[config.mk]
export PLATFORM = sky130hd
export DESIGN_NAME = usr_uart
export DESIGN_NICKNAME = d
export VERILOG_FILES = /design/src/rtl/usr_pkg.sv /design/src/rtl/usr_tick.sv /design/src/rtl/usr_sync.sv /design/src/rtl/usr_uart.sv
export SDC_FILE = /design/constraint.sdc
export NUM_CORES = 1
export LEC_CHECK = 0
export BUFFER_PORTS_ARGS = -buffer_cell sky130_fd_sc_hd__clkbuf_2
export CAP_MARGIN = 20
export CELL_PAD_IN_SITES_DETAIL_PLACEMENT = 2
export CELL_PAD_IN_SITES_GLOBAL_PLACEMENT = 2
export CORE_ASPECT_RATIO = 0.7
export CORE_MARGIN = 10
export CORE_UTILIZATION = 41
export DETAILED_ROUTE_END_ITERATION = 8
export PLACE_DENSITY_LB_ADDON = 0.1
export SYNTH_ARGS = -nofsm -noshare
export SYNTH_HDL_FRONTEND = slang
export SYNTH_SLANG_ARGS = --single-unit
[constraint.sdc]
create_clock -name ref_clk -period 16.88 [get_ports ref_clk]
set_clock_uncertainty 0.2 [all_clocks]
set_input_delay 3.376 -clock ref_clk [delete_from_list [all_inputs] [get_ports ref_clk]]
set_output_delay 3.376 -clock ref_clk [all_outputs]
set_load 0.02 [all_outputs]
[src/rtl/usr_pkg.sv]
package usr_pkg;
  // Register byte addresses; printed offsets are word indices
  localparam logic [3:0]  IDX_DATA     = 4'h0;
  localparam logic [3:0]  IDX_ERR      = 4'h1;
  localparam logic [3:0]  IDX_CTRL     = 4'h2;
  localparam logic [3:0]  IDX_BAUD     = 4'h3;
  localparam logic [3:0]  IDX_STATUS   = 4'h4;
  localparam logic [7:0]  ADDR_DATA    = {2'h0, IDX_DATA, 2'h0};
  localparam logic [7:0]  ADDR_ERR     = {2'h0, IDX_ERR, 2'h0};
  localparam logic [7:0]  ADDR_CTRL    = {2'h0, IDX_CTRL, 2'h0};
  localparam logic [7:0]  ADDR_BAUD    = {2'h0, IDX_BAUD, 2'h0};
  localparam logic [7:0]  ADDR_STATUS  = {2'h0, IDX_STATUS, 2'h0};
  // Status bits
  localparam int ST_RXDONE = 15;
  localparam int ST_TXRDY  = 14;
  localparam int ST_RXFULL = 6;
  localparam int ST_BUSY   = 3;
  // Error flag bits
  localparam int EF_OVR = 3;
  localparam int EF_PAR = 1;
  localparam int EF_FRM = 0;
  // Control bits
  localparam int CT_RX_IRQ_EN   = 15;
  localparam int CT_TX_IRQ_EN   = 14;
  localparam int CT_RX_ENABLE   = 13;
  localparam int CT_TX_ENABLE   = 12;
  localparam int CT_TXSEL  = 10;
  localparam int CT_RXSEL  = 9;
  localparam int CT_STOP2  = 3;
  localparam int CT_PSEL   = 2;
  localparam int CT_PEN    = 1;
  localparam logic [15:0] CTRL_WMASK  = 16'hf60e;
  localparam logic [15:0] BAUD_RESET  = 16'h0000;
  localparam logic [15:0] TIMER_MAX   = 16'hffff;
  localparam logic [3:0]  OVS_LAST    = 4'hf;
  localparam logic [3:0]  OVS_MID     = 4'h7;
  localparam logic [3:0]  OVS_MID_LO  = 4'h6;
  localparam logic [3:0]  OVS_MID_HI  = 4'h8;
  localparam logic [1:0]  TXRDY_DLY   = 2'h2;
  localparam logic [1:0]  RESP_OKAY   = 2'h0;
  localparam logic [1:0]  RESP_SLVERR = 2'h2;
  localparam logic [3:0]  NBITS       = 4'h8;

  typedef enum logic [2:0] {
    USR_IDLE  = 3'b000,
    USR_START = 3'b001,
    USR_DATA  = 3'b010,
    USR_PAR   = 3'b011,
    USR_STOP  = 3'b100,
    USR_STOP2 = 3'b101
  } usr_phase_t;
endpackage

[src/rtl/usr_tick.sv]
`timescale 1ns/1ps
module usr_tick
  import usr_pkg::*;
(
  input  wire logic        ref_clk,
  input  wire logic        rst,
  input  wire logic [15:0] baud,
  output logic             tick
);
  typedef struct packed {
    logic [15:0] cnt;
    logic        tick;
  } usr_tick_st_t;
  usr_tick_st_t s_reg, s_next;

  always_comb begin
    s_next = s_reg;
    s_next.tick = 1'b0;
    if (s_reg.cnt == TIMER_MAX) begin
      s_next.cnt  = baud;
      s_next.tick = 1'b1;
    end else begin
      s_next.cnt = s_reg.cnt + 16'h0001;
    end
  end

  always_ff @(posedge ref_clk or posedge rst) begin
    if (rst) begin
      s_reg <= '0;
    end else begin
      s_reg <= s_next;
    end
  end

  assign tick = s_reg.tick;
endmodule

[src/rtl/usr_sync.sv]
`timescale 1ns/1ps
module usr_sync
  import usr_pkg::*;
(
  input  wire logic ref_clk,
  input  wire logic rst,
  input  wire logic din,
  output logic      dout
);
  typedef struct packed {
    logic s1;
    logic s2;
  } usr_sync_st_t;
  usr_sync_st_t s_reg, s_next;

  // Idle line is high, so reset to one avoids a false start edge
  always_comb begin
    s_next    = s_reg;
    s_next.s1 = din;
    s_next.s2 = s_reg.s1;
  end

  always_ff @(posedge ref_clk or posedge rst) begin
    if (rst) begin
      s_reg <= '1;
    end else begin
      s_reg <= s_next;
    end
  end

  assign dout = s_reg.s2;
endmodule

[src/rtl/usr_uart.sv]
`timescale 1ns/1ps
module usr_uart
  import usr_pkg::*;
(
  input  wire logic        ref_clk,
  input  wire logic        rst,
  input  wire logic [7:0]  s_axi_awaddr,
  input  wire logic        s_axi_awvalid,
  output logic             s_axi_awready,
  input  wire logic [31:0] s_axi_wdata,
  input  wire logic [3:0]  s_axi_wstrb,
  input  wire logic        s_axi_wvalid,
  output logic             s_axi_wready,
  output logic [1:0]       s_axi_bresp,
  output logic             s_axi_bvalid,
  input  wire logic        s_axi_bready,
  input  wire logic [7:0]  s_axi_araddr,
  input  wire logic        s_axi_arvalid,
  output logic             s_axi_arready,
  output logic [31:0]      s_axi_rdata,
  output logic [1:0]       s_axi_rresp,
  output logic             s_axi_rvalid,
  input  wire logic        s_axi_rready,
  input  wire logic        serial_in_a,
  input  wire logic        serial_in_b,
  output logic             serial_out_a,
  output logic             serial_out_b,
  output logic             irq
);
  typedef struct packed {
    logic             aw_ok;
    logic [7:0]       aw_addr;
    logic             w_ok;
    logic [31:0]      w_data;
    logic [3:0]       w_strb;
    logic             bvalid;
    logic [1:0]       bresp;
    logic             rvalid;
    logic [31:0]      rdata;
    logic [1:0]       rresp;
    logic             aw_rdy;
    logic             w_rdy;
    logic             ar_rdy;
    logic [15:0]      ctrl;
    logic [15:0]      baud;
    logic [3:0]       err_live;
    logic [3:0]       err_reg;
    logic             rx_done_flag;
    logic             tx_ready_flag;
    logic             rx_full_flag;
    logic             tx_busy_flag;
    logic [7:0]       rx_buf;
    logic             tx_pend;
    logic [7:0]       tx_buf;
    usr_phase_t       tx_ph;
    logic [3:0]       tx_div;
    logic [3:0]       tx_bit;
    logic [7:0]       tx_sh;
    logic             tx_line;
    logic [1:0]       tx_gap;
    usr_phase_t       rx_ph;
    logic [3:0]       rx_div;
    logic [3:0]       rx_bit;
    logic [7:0]       rx_sh;
    logic [1:0]       vote;
    logic             rx_prev;
    logic             out_a;
    logic             out_b;
    logic             irq;
  } usr_st_t;
  usr_st_t s_reg, s_next;

  logic tick;
  logic rx_a;
  logic rx_b;

  usr_tick u_tick (
    .ref_clk (ref_clk),
    .rst     (rst),
    .baud    (s_reg.baud),
    .tick    (tick)
  );
  usr_sync u_sync_a (
    .ref_clk (ref_clk),
    .rst     (rst),
    .din     (serial_in_a),
    .dout    (rx_a)
  );
  usr_sync u_sync_b (
    .ref_clk (ref_clk),
    .rst     (rst),
    .din     (serial_in_b),
    .dout    (rx_b)
  );

  function automatic logic majority(input logic [2:0] v);
    majority = (v[0] & v[1]) | (v[0] & v[2]) | (v[1] & v[2]);
  endfunction

  function automatic logic [15:0] merge16(input logic [15:0] old,
                                          input logic [15:0] nw,
                                          input logic [3:0]  strb);
    merge16 = {strb[1] ? nw[15:8] : old[15:8],
               strb[0] ? nw[7:0] : old[7:0]};
  endfunction

  logic        rx_line;
  logic        do_wr;
  logic        do_rd;
  logic        rd_data;
  logic        wr_data;
  logic [15:0] rd_val;
  logic        rx_bit_v;
  logic        par_even;

  always_comb begin
    s_next = s_reg;
    rx_line = s_reg.ctrl[CT_RXSEL] ? rx_a : rx_b;
    do_wr = s_reg.aw_ok && s_reg.w_ok && !s_reg.bvalid;
    do_rd = s_axi_arvalid && !s_reg.rvalid;
    rd_data = do_rd && s_axi_araddr == ADDR_DATA;
    wr_data = do_wr && s_reg.aw_addr == ADDR_DATA && s_reg.w_strb[0];
    rd_val = 16'h0000;
    rx_bit_v = 1'b0;
    par_even = s_reg.ctrl[CT_PSEL];

    // Write address and data latch independently, any order
    if (s_axi_awvalid && !s_reg.aw_ok) begin
      s_next.aw_ok   = 1'b1;
      s_next.aw_addr = s_axi_awaddr;
    end
    if (s_axi_wvalid && !s_reg.w_ok) begin
      s_next.w_ok   = 1'b1;
      s_next.w_data = s_axi_wdata;
      s_next.w_strb = s_axi_wstrb;
    end
    if (s_reg.bvalid && s_axi_bready) begin
      s_next.bvalid = 1'b0;
    end
    if (s_reg.rvalid && s_axi_rready) begin
      s_next.rvalid = 1'b0;
    end

    if (do_wr) begin
      s_next.aw_ok  = 1'b0;
      s_next.w_ok   = 1'b0;
      s_next.bvalid = 1'b1;
      s_next.bresp  = RESP_OKAY;
      unique case (s_reg.aw_addr)
        ADDR_DATA: begin
          if (wr_data) begin
            s_next.tx_buf  = s_reg.w_data[7:0];
            s_next.tx_pend = 1'b1;
          end
        end
        ADDR_ERR: begin
          if (s_reg.w_strb[0]) begin
            s_next.err_reg = s_reg.err_reg & ~s_reg.w_data[3:0];
            s_next.err_live = s_reg.err_live & ~s_reg.w_data[3:0];
          end
        end
        ADDR_CTRL: begin
          s_next.ctrl = merge16(s_reg.ctrl, s_reg.w_data[15:0],
                                s_reg.w_strb) & CTRL_WMASK;
        end
        ADDR_BAUD: begin
          s_next.baud = merge16(s_reg.baud, s_reg.w_data[15:0],
                                s_reg.w_strb);
        end
        ADDR_STATUS: begin
          s_next.bresp = RESP_OKAY;
        end
        default: begin
          s_next.bresp = RESP_SLVERR;
        end
      endcase
    end

    if (do_rd) begin
      s_next.rvalid = 1'b1;
      s_next.rresp  = RESP_OKAY;
      unique case (s_axi_araddr)
        // Data port also mirrors the live error bits in its upper byte
        ADDR_DATA:   rd_val = {4'h0, s_reg.err_live, s_reg.rx_buf};
        ADDR_ERR:    rd_val = {12'h000, s_reg.err_reg};
        ADDR_CTRL:   rd_val = s_reg.ctrl;
        ADDR_BAUD:   rd_val = s_reg.baud;
        ADDR_STATUS: begin
          rd_val[ST_RXDONE] = s_reg.rx_done_flag;
          rd_val[ST_TXRDY]  = s_reg.tx_ready_flag;
          rd_val[ST_RXFULL] = s_reg.rx_full_flag;
          rd_val[ST_BUSY]   = s_reg.tx_busy_flag;
        end
        default: begin
          s_next.rresp = RESP_SLVERR;
        end
      endcase
      s_next.rdata = {16'h0000, rd_val};
    end

    if (rd_data) begin
      s_next.err_reg = s_reg.err_live;
      s_next.rx_done_flag = 1'b0;
      s_next.rx_full_flag = 1'b0;
    end

    // Transmitter
    if (wr_data) begin
      s_next.tx_ready_flag = 1'b0;
    end
    if (tick) begin
      s_next.tx_div = s_reg.tx_div + 4'h1;
    end
    if (tick && s_reg.tx_div == OVS_LAST) begin
      unique case (s_reg.tx_ph)
        USR_IDLE: begin
          if (s_reg.tx_pend && s_reg.ctrl[CT_TX_ENABLE]) begin
            s_next.tx_pend      = 1'b0;
            s_next.tx_sh        = s_reg.tx_buf;
            s_next.tx_line      = 1'b0;
            s_next.tx_ph        = USR_DATA;
            s_next.tx_bit       = 4'h0;
            s_next.tx_busy_flag = 1'b1;
          end
        end
        USR_DATA: begin
          s_next.tx_line = s_reg.tx_sh[0];
          s_next.tx_sh   = {1'b0, s_reg.tx_sh[7:1]};
          s_next.tx_bit  = s_reg.tx_bit + 4'h1;
          if (s_reg.tx_bit == NBITS - 4'h1) begin
            s_next.tx_ph = s_reg.ctrl[CT_PEN] ? USR_PAR : USR_STOP;
          end
        end
        USR_PAR: begin
          s_next.tx_line = ^s_reg.tx_buf ^ ~par_even;
          s_next.tx_ph   = USR_STOP;
        end
        USR_STOP: begin
          s_next.tx_line = 1'b1;
          s_next.tx_ph = s_reg.ctrl[CT_STOP2] ? USR_STOP2 : USR_START;
        end
        USR_STOP2: begin
          s_next.tx_ph = USR_START;
        end
        USR_START: begin
          // Last stop bit period has ended
          // Busy until stops sent
          s_next.tx_busy_flag = 1'b0;
          s_next.tx_ph        = USR_IDLE;
          s_next.tx_gap       = TXRDY_DLY;
        end
        default: s_next.tx_ph = USR_IDLE;
      endcase
    end
    if (s_reg.tx_gap != 2'h0) begin
      s_next.tx_gap = s_reg.tx_gap - 2'h1;
      if (s_reg.tx_gap == 2'h1 && !s_reg.tx_pend && !wr_data) begin
        s_next.tx_ready_flag = 1'b1;
      end
    end
    // Clearing the enable clears ready; a level test would
    // drop the reset value of one before software enables
    if (s_reg.ctrl[CT_TX_ENABLE] && !s_next.ctrl[CT_TX_ENABLE]) begin
      s_next.tx_ready_flag = 1'b0;
    end else if (s_reg.ctrl[CT_TX_ENABLE] && s_reg.tx_ph == USR_IDLE &&
                 !s_reg.tx_pend && !s_reg.tx_busy_flag &&
                 s_reg.tx_gap == 2'h0 && !wr_data) begin
      s_next.tx_ready_flag = 1'b1;
    end

    // Receiver
    s_next.rx_prev = rx_line;
    if (tick) begin
      s_next.rx_div = s_reg.rx_div + 4'h1;
      if (s_reg.rx_div == OVS_MID_LO) begin
        s_next.vote[0] = rx_line;
      end
      if (s_reg.rx_div == OVS_MID) begin
        s_next.vote[1] = rx_line;
      end
    end
    rx_bit_v = majority({rx_line, s_reg.vote});
    if (!s_reg.ctrl[CT_RX_ENABLE]) begin
      s_next.rx_ph = USR_IDLE;
      s_next.rx_done_flag = 1'b0;
    end else if (s_reg.rx_ph == USR_IDLE) begin
      if (s_reg.rx_prev && !rx_line) begin
        s_next.rx_ph  = USR_START;
        s_next.rx_div = 4'h0;
      end
    end else if (tick && s_reg.rx_div == OVS_MID_HI) begin
      unique case (s_reg.rx_ph)
        USR_START: begin
          s_next.rx_ph  = rx_bit_v ? USR_IDLE : USR_DATA;
          s_next.rx_bit = 4'h0;
        end
        USR_DATA: begin
          s_next.rx_sh  = {rx_bit_v, s_reg.rx_sh[7:1]};
          s_next.rx_bit = s_reg.rx_bit + 4'h1;
          if (s_reg.rx_bit == NBITS - 4'h1) begin
            s_next.rx_ph = s_reg.ctrl[CT_PEN] ? USR_PAR : USR_STOP;
          end
        end
        USR_PAR: begin
          s_next.err_live[EF_PAR] = (^s_reg.rx_sh ^ rx_bit_v) == par_even;
          s_next.rx_ph = USR_STOP;
        end
        USR_STOP: begin
          s_next.err_live[EF_FRM] = !rx_bit_v;
          s_next.err_live[EF_OVR] = s_reg.rx_full_flag && !rd_data;
          s_next.rx_buf       = s_reg.rx_sh;
          s_next.rx_done_flag = 1'b1;
          s_next.rx_full_flag = 1'b1;
          s_next.rx_ph        = USR_IDLE;
        end
        default: s_next.rx_ph = USR_IDLE;
      endcase
    end

    // Idle line high on both channels
    s_next.out_a = s_reg.ctrl[CT_TXSEL] ? s_reg.tx_line : 1'b1;
    s_next.out_b = s_reg.ctrl[CT_TXSEL] ? 1'b1 : s_reg.tx_line;
    // Readies from flops so no port is driven through logic
    s_next.aw_rdy = !s_next.aw_ok;
    s_next.w_rdy  = !s_next.w_ok;
    s_next.ar_rdy = !s_next.rvalid;
    s_next.irq = (s_reg.ctrl[CT_RX_IRQ_EN] && s_reg.rx_done_flag) ||
                 (s_reg.ctrl[CT_TX_IRQ_EN] && s_reg.tx_ready_flag);
  end

  always_ff @(posedge ref_clk or posedge rst) begin
    if (rst) begin
      s_reg               <= '0;
      s_reg.baud          <= BAUD_RESET;
      s_reg.tx_line       <= 1'b1;
      s_reg.out_a         <= 1'b1;
      s_reg.out_b         <= 1'b1;
      s_reg.rx_prev       <= 1'b1;
      s_reg.tx_ready_flag <= 1'b1;
      s_reg.tx_ph         <= USR_IDLE;
      s_reg.rx_ph         <= USR_IDLE;
      s_reg.aw_rdy        <= 1'b1;
      s_reg.w_rdy         <= 1'b1;
      s_reg.ar_rdy        <= 1'b1;
    end else begin
      s_reg <= s_next;
    end
  end

  assign s_axi_awready = s_reg.aw_rdy;
  assign s_axi_wready  = s_reg.w_rdy;
  assign s_axi_bvalid  = s_reg.bvalid;
  assign s_axi_bresp   = s_reg.bresp;
  assign s_axi_arready = s_reg.ar_rdy;
  assign s_axi_rvalid  = s_reg.rvalid;
  assign s_axi_rdata   = s_reg.rdata;
  assign s_axi_rresp   = s_reg.rresp;
  assign serial_out_a  = s_reg.out_a;
  assign serial_out_b  = s_reg.out_b;
  assign irq           = s_reg.irq;
endmodule

==> results.json, run 1 <==
{
  "outcome": "complete, no violations",
  "die_x_um": 187,
  "slowest_delay_ns": 0.71,
  "synthFlopType": "dfrtp_1",
  "cts_repair_resize_count": 0,
  "initial_utilization_pct": 42.2,
  "clock_latency_ns": 0.44,
  "hold_end": "u_sync_b.dout$_DFF_PP1_",
  "grt_usage_pct": 17.8,
  "relSlewSlack_pct": 36.7,
  "gp_congestion": 0.776,
  "nets": 823,
  "grt_max_degree": 101,
  "die_h_um": 137,
  "antenna_found_initial": 1,
  "largest_reg_flops": 125,
  "critical-path-slowest-cell": "nor2_1",
  "row_count": 42,
  "syn_area_um2": 8050,
  "layout_commonest_cell": "dfrtp_1",
  "required_ns": 16.96,
  "dieArea_um2": 25700,
  "grt_pass1_wl_um": 35900,
  "max-vdd-ir-drop_mv": 0.0630,
  "io_pins": 105,
  "synth_edf_count": 0,
  "drive_above_1_share_pct": 28.0,
  "grt_pass1_vias": 6314,
  "cts_tree": "done",
  "ant_nets": 0,
  "synth_top_family_by_area": "multiplexers",
  "synthCells": 707,
  "r2r_setup_slack_ns": 13.83,
  "cp_top_family": "simple AND/OR/NAND/NOR gates",
  "clock_path_buffers": 2,
  "r2r_cells": 7,
  "p_comb_share_pct": 13.6,
  "worstPathArrival_ns": 5.37,
  "yosys.area_share.simple_pct": 12.5,
  "async_flop_share_pct": 100,
  "maxCapViolCount": 0,
  "synth.yosys.seq_area_share_pct": 54.0,
  "cts_root_buffer": "clkbuf_16",
  "fmax_ghz": 0.189,
  "setup_viol": 0,
  "dp_slack_ns": 11.14,
  "drc": 0,
  "cts.sinks": 173,
  "internal-power_mw": 0.782,
  "cts_setup_buffers": 0,
  "synth_xor_area_share_pct": 3.81,
  "drt_pass1_iterations": 4,
  "diodes": 0,
  "cp_max_fo": 15,
  "synthMuxAreaShare_pct": 14.2,
  "use_met3_pct": 4.32,
  "drtIter0Drc": 335,
  "wire_per_inst_um": 21.5,
  "pwr-share-seq_pct": 48.7,
  "hold_buffers": 0,
  "tightestPinTransition_ns": 0.949,
  "layout_common_cells": "dfrtp_1 (161), mux2_2 (84), nand2_1 (72), clkbuf_2 (68)",
  "htreeDepth": 4,
  "grtUsageMet1_pct": 23.2,
  "period_share_pct": 31.3,
  "core-area_um2": 19100,
  "swShare_pct": 28.8,
  "clk_pin_slew_ns": 0.07,
  "rsz0062_at_grt": "false",
  "hp-start": "u_sync_b.s_next[0]$_DFF_PP1_",
  "crit_chain": "clkbuf_2 > nor2_1 > inv_1 > nor3_1 > o21ai_0",
  "min_period_ns": 5.29,
  "syn_avg_cell_area_um2": 11.4,
  "crit_type": "primary input to flip-flop",
  "numPortBuffers": 68,
  "grt_overflow": 0,
  "fin_setup_tns_ns": 0,
  "ys_types": 63,
  "start_kind": "primary input",
  "busiest_layer": "met2",
  "cp_num_buf_inv": 2,
  "grt_use_met2_pct": 29.5,
  "yosys_warnings": 0,
  "slew_viol_final": 0,
  "cts_buffers": 17,
  "rr_endpoint": "u_tick.s_reg[14]$_DFF_PP0_",
  "area_delta_synth_final_pct": 12.5,
  "ys_seq_elements": 173,
  "worstSetupEndpointType": "flip-flop",
  "pwr-share-clk_pct": 37.7,
  "viasPerCell": 5.34,
  "num_vias": 5497,
  "dp_hpwl_um": 15900,
  "final.setup.worst_slack_ns": 11.59,
  "wirelength_um": 22100,
  "hold_path.class": "flip-flop to flip-flop",
  "synth-adder-area-share_pct": 1.68,
  "leakage_nw": 4.16,
  "min_path_cells": 0,
  "r2r_start": "u_tick.s_reg[1]$_DFF_PP0_",
  "hold_viol_final": 0,
  "switchingPower_mw": 0.316,
  "synth_compound_area_share_pct": 8.16,
  "p_per_area_nw_per_um2": 121
}
## Yosys cell counts (all sizes together) (12+ instances only)
cell type / number / area share, %
nand3: 26 / 1.6
clkbuf: 21 / 0.98
dfstp: 12 / 3.9
mux2: 84 / 12
nor2: 38 / 1.8
buf: 42 / 3.7
o21ai: 38 / 2.4
mux2i: 15 / 1.9
xnor2: 22 / 2.4
xor2: 13 / 1.4
a21oi: 25 / 1.6
inv: 17 / 0.79
dfrtp: 161 / 50
nand2: 73 / 3.4
## per-layer routing
layer	vias up	wire length, um
li1	2513	-
met1	2865	10400
met2	101	10500
met3	18	1030
met4	0	216
met5	-	0
## worst register-to-register path, stage by stage, from the launching register on
cell     delay [ns]
dfrtp_1        0.43
ha_1           0.26
nand4_1        0.16
nor3_1         0.59
nand3_1        0.40
inv_1          0.59
nand2_1        0.21
o21ai_0        0.11
## power by group through the flow
stage                     Clock (mW)  Combinational [mW]  Sequential, mW
after detailed placement           0               0.151           0.544
after global placement             0               0.140           0.539
after CTS                      0.420               0.152           0.536
after floorplan                    0               0.113           0.520
final                          0.414               0.149           0.536
after global routing           0.440               0.166           0.544
## kinds of logic after synthesis
group	Yosys count
compound gates	106
simple gates	199
mux	101
buf+inv	81
other cells	1
xor+xnor	35
flops	173
fa+ha+maj	11
## through the flow
stage	total power, mW	cell area (um^2)	hold WS [ns]	utilization, %	std cells
after floorplan	0.633	8110	0.145	-	724
after global placement	0.680	8430	0.146	44.2	996
after detailed placement	0.695	8440	0.152	44.3	997
after CTS	1.11	9050	0.163	47.4	1029
after global routing	1.15	9050	0.167	47.4	1029
final	1.10	9050	0.162	47.4	1029
## worst max path at each step
stage,endpoint,start,slack (ns),cells past startpoint
after CTS,s_reg[67]$_DFF_PP0_,s_axi_araddr[2],11.59,5
after floorplan,irq$_DFF_PP0_,rst,8.64,1
after detailed placement,s_reg[67]$_DFF_PP0_,s_axi_araddr[2],11.14,5
after global placement,s_reg[67]$_DFF_PP0_,s_axi_araddr[2],11.13,5
final,s_reg[67]$_DFF_PP0_,s_axi_araddr[2],11.59,5
after global routing,s_reg[67]$_DFF_PP0_,s_axi_araddr[2],11.36,5
## area by class of cell
cell class / count / area (um^2)
Clock buffer: 19 / 443
Clock inverter: 13 / 164
Fill cell: 1946 / 10000
Inverter: 17 / 68.8
Multi-Input combinational cell: 470 / 3320
Sequential cell: 173 / 4340
Tap cell: 264 / 330
Timing Repair Buffer: 73 / 385
(Power assumes the default switching activity.)
==> run 2: changes to the inputs <==
ABC_AREA = 1   (was unset)
CORE_UTILIZATION = 36   (was 41)
clock period = 5.45 ns   (was 16.88 ns; I/O delays follow)
==> results.json, run 2 <==
{
  "fin_area_um2": 9720,
  "yosys.area.top_type_share_pct": 46.5,
  "fin_setup_tns_ns": 0,
  "worstPathArrival_ns": 1.13,
  "worstSetupEndpointType": "primary output",
  "yosysTopAreaCell": "dfrtp_1",
  "cp_top_family": "flip-flops",
  "slowest_delay_ns": 0.53,
  "grt_pass1_wl_um": 41200,
  "cts_setup_buffers": 0,
  "min_period_ns": 2.42,
  "required_ns": 4.16,
  "p_total_mw": 3.54,
  "p_per_area_nw_per_um2": 364,
  "hold_buffers": 0,
  "fmax_ghz": 0.413,
  "die_h_um": 150,
  "grt_usage_pct": 17.1,
  "synthTopCellsByCount": "nand2_1 (225), dfrtp_1 (161), inv_1 (113), nor2_1 (57), nand3_1 (51)",
  "period_share_pct": 44.5,
  "io_pins": 105,
  "synth_edf_count": 0,
  "synthCells": 971,
  "ys_top_cells_by_area": "dfrtp_1 (47%), nand2_1 (9.8%), inv_1 (4.9%)",
  "instances_no_fill": 1352,
  "ys_seq_elements": 173,
  "hold_end": "u_sync_a.dout$_DFF_PP1_",
  "setup_viol": 0,
  "largest_reg_flops": 125,
  "num_vias": 6583,
  "grt_overflow": 0,
  "start_kind": "flip-flop",
  "drc": 0,
  "syn_area_um2": 8660,
  "nets": 1093,
  "htreeDepth": 4,
  "tightestPinTransition_ns": 1.02,
  "diodes": 0,
  "wirelength_um": 24900,
  "relSlewSlack_pct": 32.0,
  "clk_pin_slew_ns": 0.07,
  "async_flop_share_pct": 100,
  "viasPerCell": 4.87,
  "synth_most_common_cell": "nand2_1",
  "critical-path-slowest-cell": "dfstp_2",
  "clock_path_buffers": 2,
  "postLayoutCoreUtil_pct": 41.1,
  "rsz0062_at_grt": "false",
  "hold_path.class": "flip-flop to flip-flop",
  "min_path_cells": 0,
  "grt_pass1_vias": 7251,
  "core-area_um2": 23600,
  "antenna_found_initial": 0,
  "cts_repair_resize_count": 0,
  "dpl_cell_area_um2": 9090,
  "syn_avg_cell_area_um2": 8.92,
  "synth.yosys.seq_area_share_pct": 50.2,
  "leakage_nw": 4.76,
  "dieArea_um2": 30800,
  "cts_tree": "done",
  "cp_num_buf_inv": 1,
  "gp_congestion": 0.787,
  "dp_hpwl_um": 18500,
  "drive_above_1_share_pct": 20.6,
  "cts_root_buffer": "clkbuf_16",
  "r2r_cells": 8,
  "drt_pass1_iterations": 4,
  "multi_input_area_um2": 3480,
  "grt_max_degree": 174,
  "cts.sinks": 173,
  "r2r_start": "u_tick.s_reg[1]$_DFF_PP0_",
  "seq_area_um2": 4340,
  "slew_viol_final": 0,
  "synthFlopType": "dfrtp_1",
  "cp_max_fo": 1,
  "crit_type": "flip-flop to primary output",
  "r2r_setup_slack_ns": 3.30,
  "numPortBuffers": 68,
  "rr_endpoint": "u_tick.s_reg[10]$_DFF_PP0_",
  "die_x_um": 205,
  "outcome": "complete, no violations",
  "nFillCells": 2676,
  "maxCapViolCount": 0,
  "area_delta_synth_final_pct": 12.2,
  "drtIter0Drc": 327,
  "dp.cells": 1321,
  "max-vdd-ir-drop_mv": 0.230,
  "layout_commonest_cell": "nand2_1",
  "yosys_warnings": 0,
  "layout_common_cells": "nand2_1 (225), dfrtp_1 (161), inv_1 (112), clkbuf_2 (68), nor2_1 (57)",
  "hold_viol_final": 0,
  "clock_latency_ns": 0.44,
  "initial_utilization_pct": 36.6,
  "crit_chain": "clkbuf_2",
  "row_count": 47,
  "hp-start": "u_sync_a.s_next[0]$_DFF_PP1_",
  "ant_nets": 0,
  "cts_buffers": 17,
  "ys_types": 58,
  "wire_per_inst_um": 18.4
}
## run 2: report_power, final
part | switching (mW) | internal, mW | leakage [nW]
clock | 0.563 | 0.776 | 0.305
combinational | 0.424 | 0.174 | 2.19
sequential | 0.125 | 1.47 | 2.26
total | 1.11 | 2.42 | 4.76
## run 2: worst max-delay path by stage
stage,start,endpoint,slack [ns],cells past startpoint
after CTS,serial_out_b$_DFF_PP1_,serial_out_b,3.00,1
after global routing,s_axi_araddr[1],s_reg[75]$_DFF_PP0_,2.97,9
final,serial_out_b$_DFF_PP1_,serial_out_b,3.03,1
after floorplan,rst,irq$_DFF_PP0_,1.96,1
after detailed placement,s_axi_araddr[1],s_reg[75]$_DFF_PP0_,2.69,9
after global placement,s_axi_araddr[1],s_reg[75]$_DFF_PP0_,2.76,9
## run 2: final cells by class
type                    count  share of cell area, %
clock inverters            14                   2.12
multi-input cells         632                   35.9
well taps                 318                   4.09
flip-flops and latches    173                   44.7
repair buffers             71                   3.86
inverters                 127                   4.98
clock buffers              17                   4.38
## run 2: kinds of logic (layout without fill, tap and decap cells)
kind of cell    after synthesis  count (layout)  synth area share [%]
flops                       173             173                  50.2
other cells                   1              18                0.0433
mux                           7               7                 0.954
simple gates                396             396                  22.1
compound gates              174             174                  12.2
fa+ha+maj                    10              10                  1.45
xor+xnor                     27              27                  2.73
buf+inv                     183             229                  10.3
## run 2: per-stage QoR
stage / hold WS, ns / setup slack (ns)
after floorplan: 0.145 / 1.96
after detailed placement: 0.147 / 2.69
after global routing: 0.155 / 2.97
after CTS: 0.157 / 3.00
final: 0.156 / 3.03
after global placement: 0.147 / 2.76
## run 2: layer usage
metal	up-vias	routed length (um)	global-route usage, %
met5	-	0	0
met4	0	268	4.25
met3	17	639	3.17
met2	63	11300	26.3
met1	3339	12800	24.2
li1	3164	-	-
## run 2: worst reg2reg max path: stages, from the launching register on
cell	delay (ns)
dfrtp_1	0.42
ha_1	0.23
nand3_2	0.12
nor2_2	0.18
nand3_2	0.12
inv_2	0.09
nand2_1	0.35
nand3_1	0.26
o21ai_2	0.07
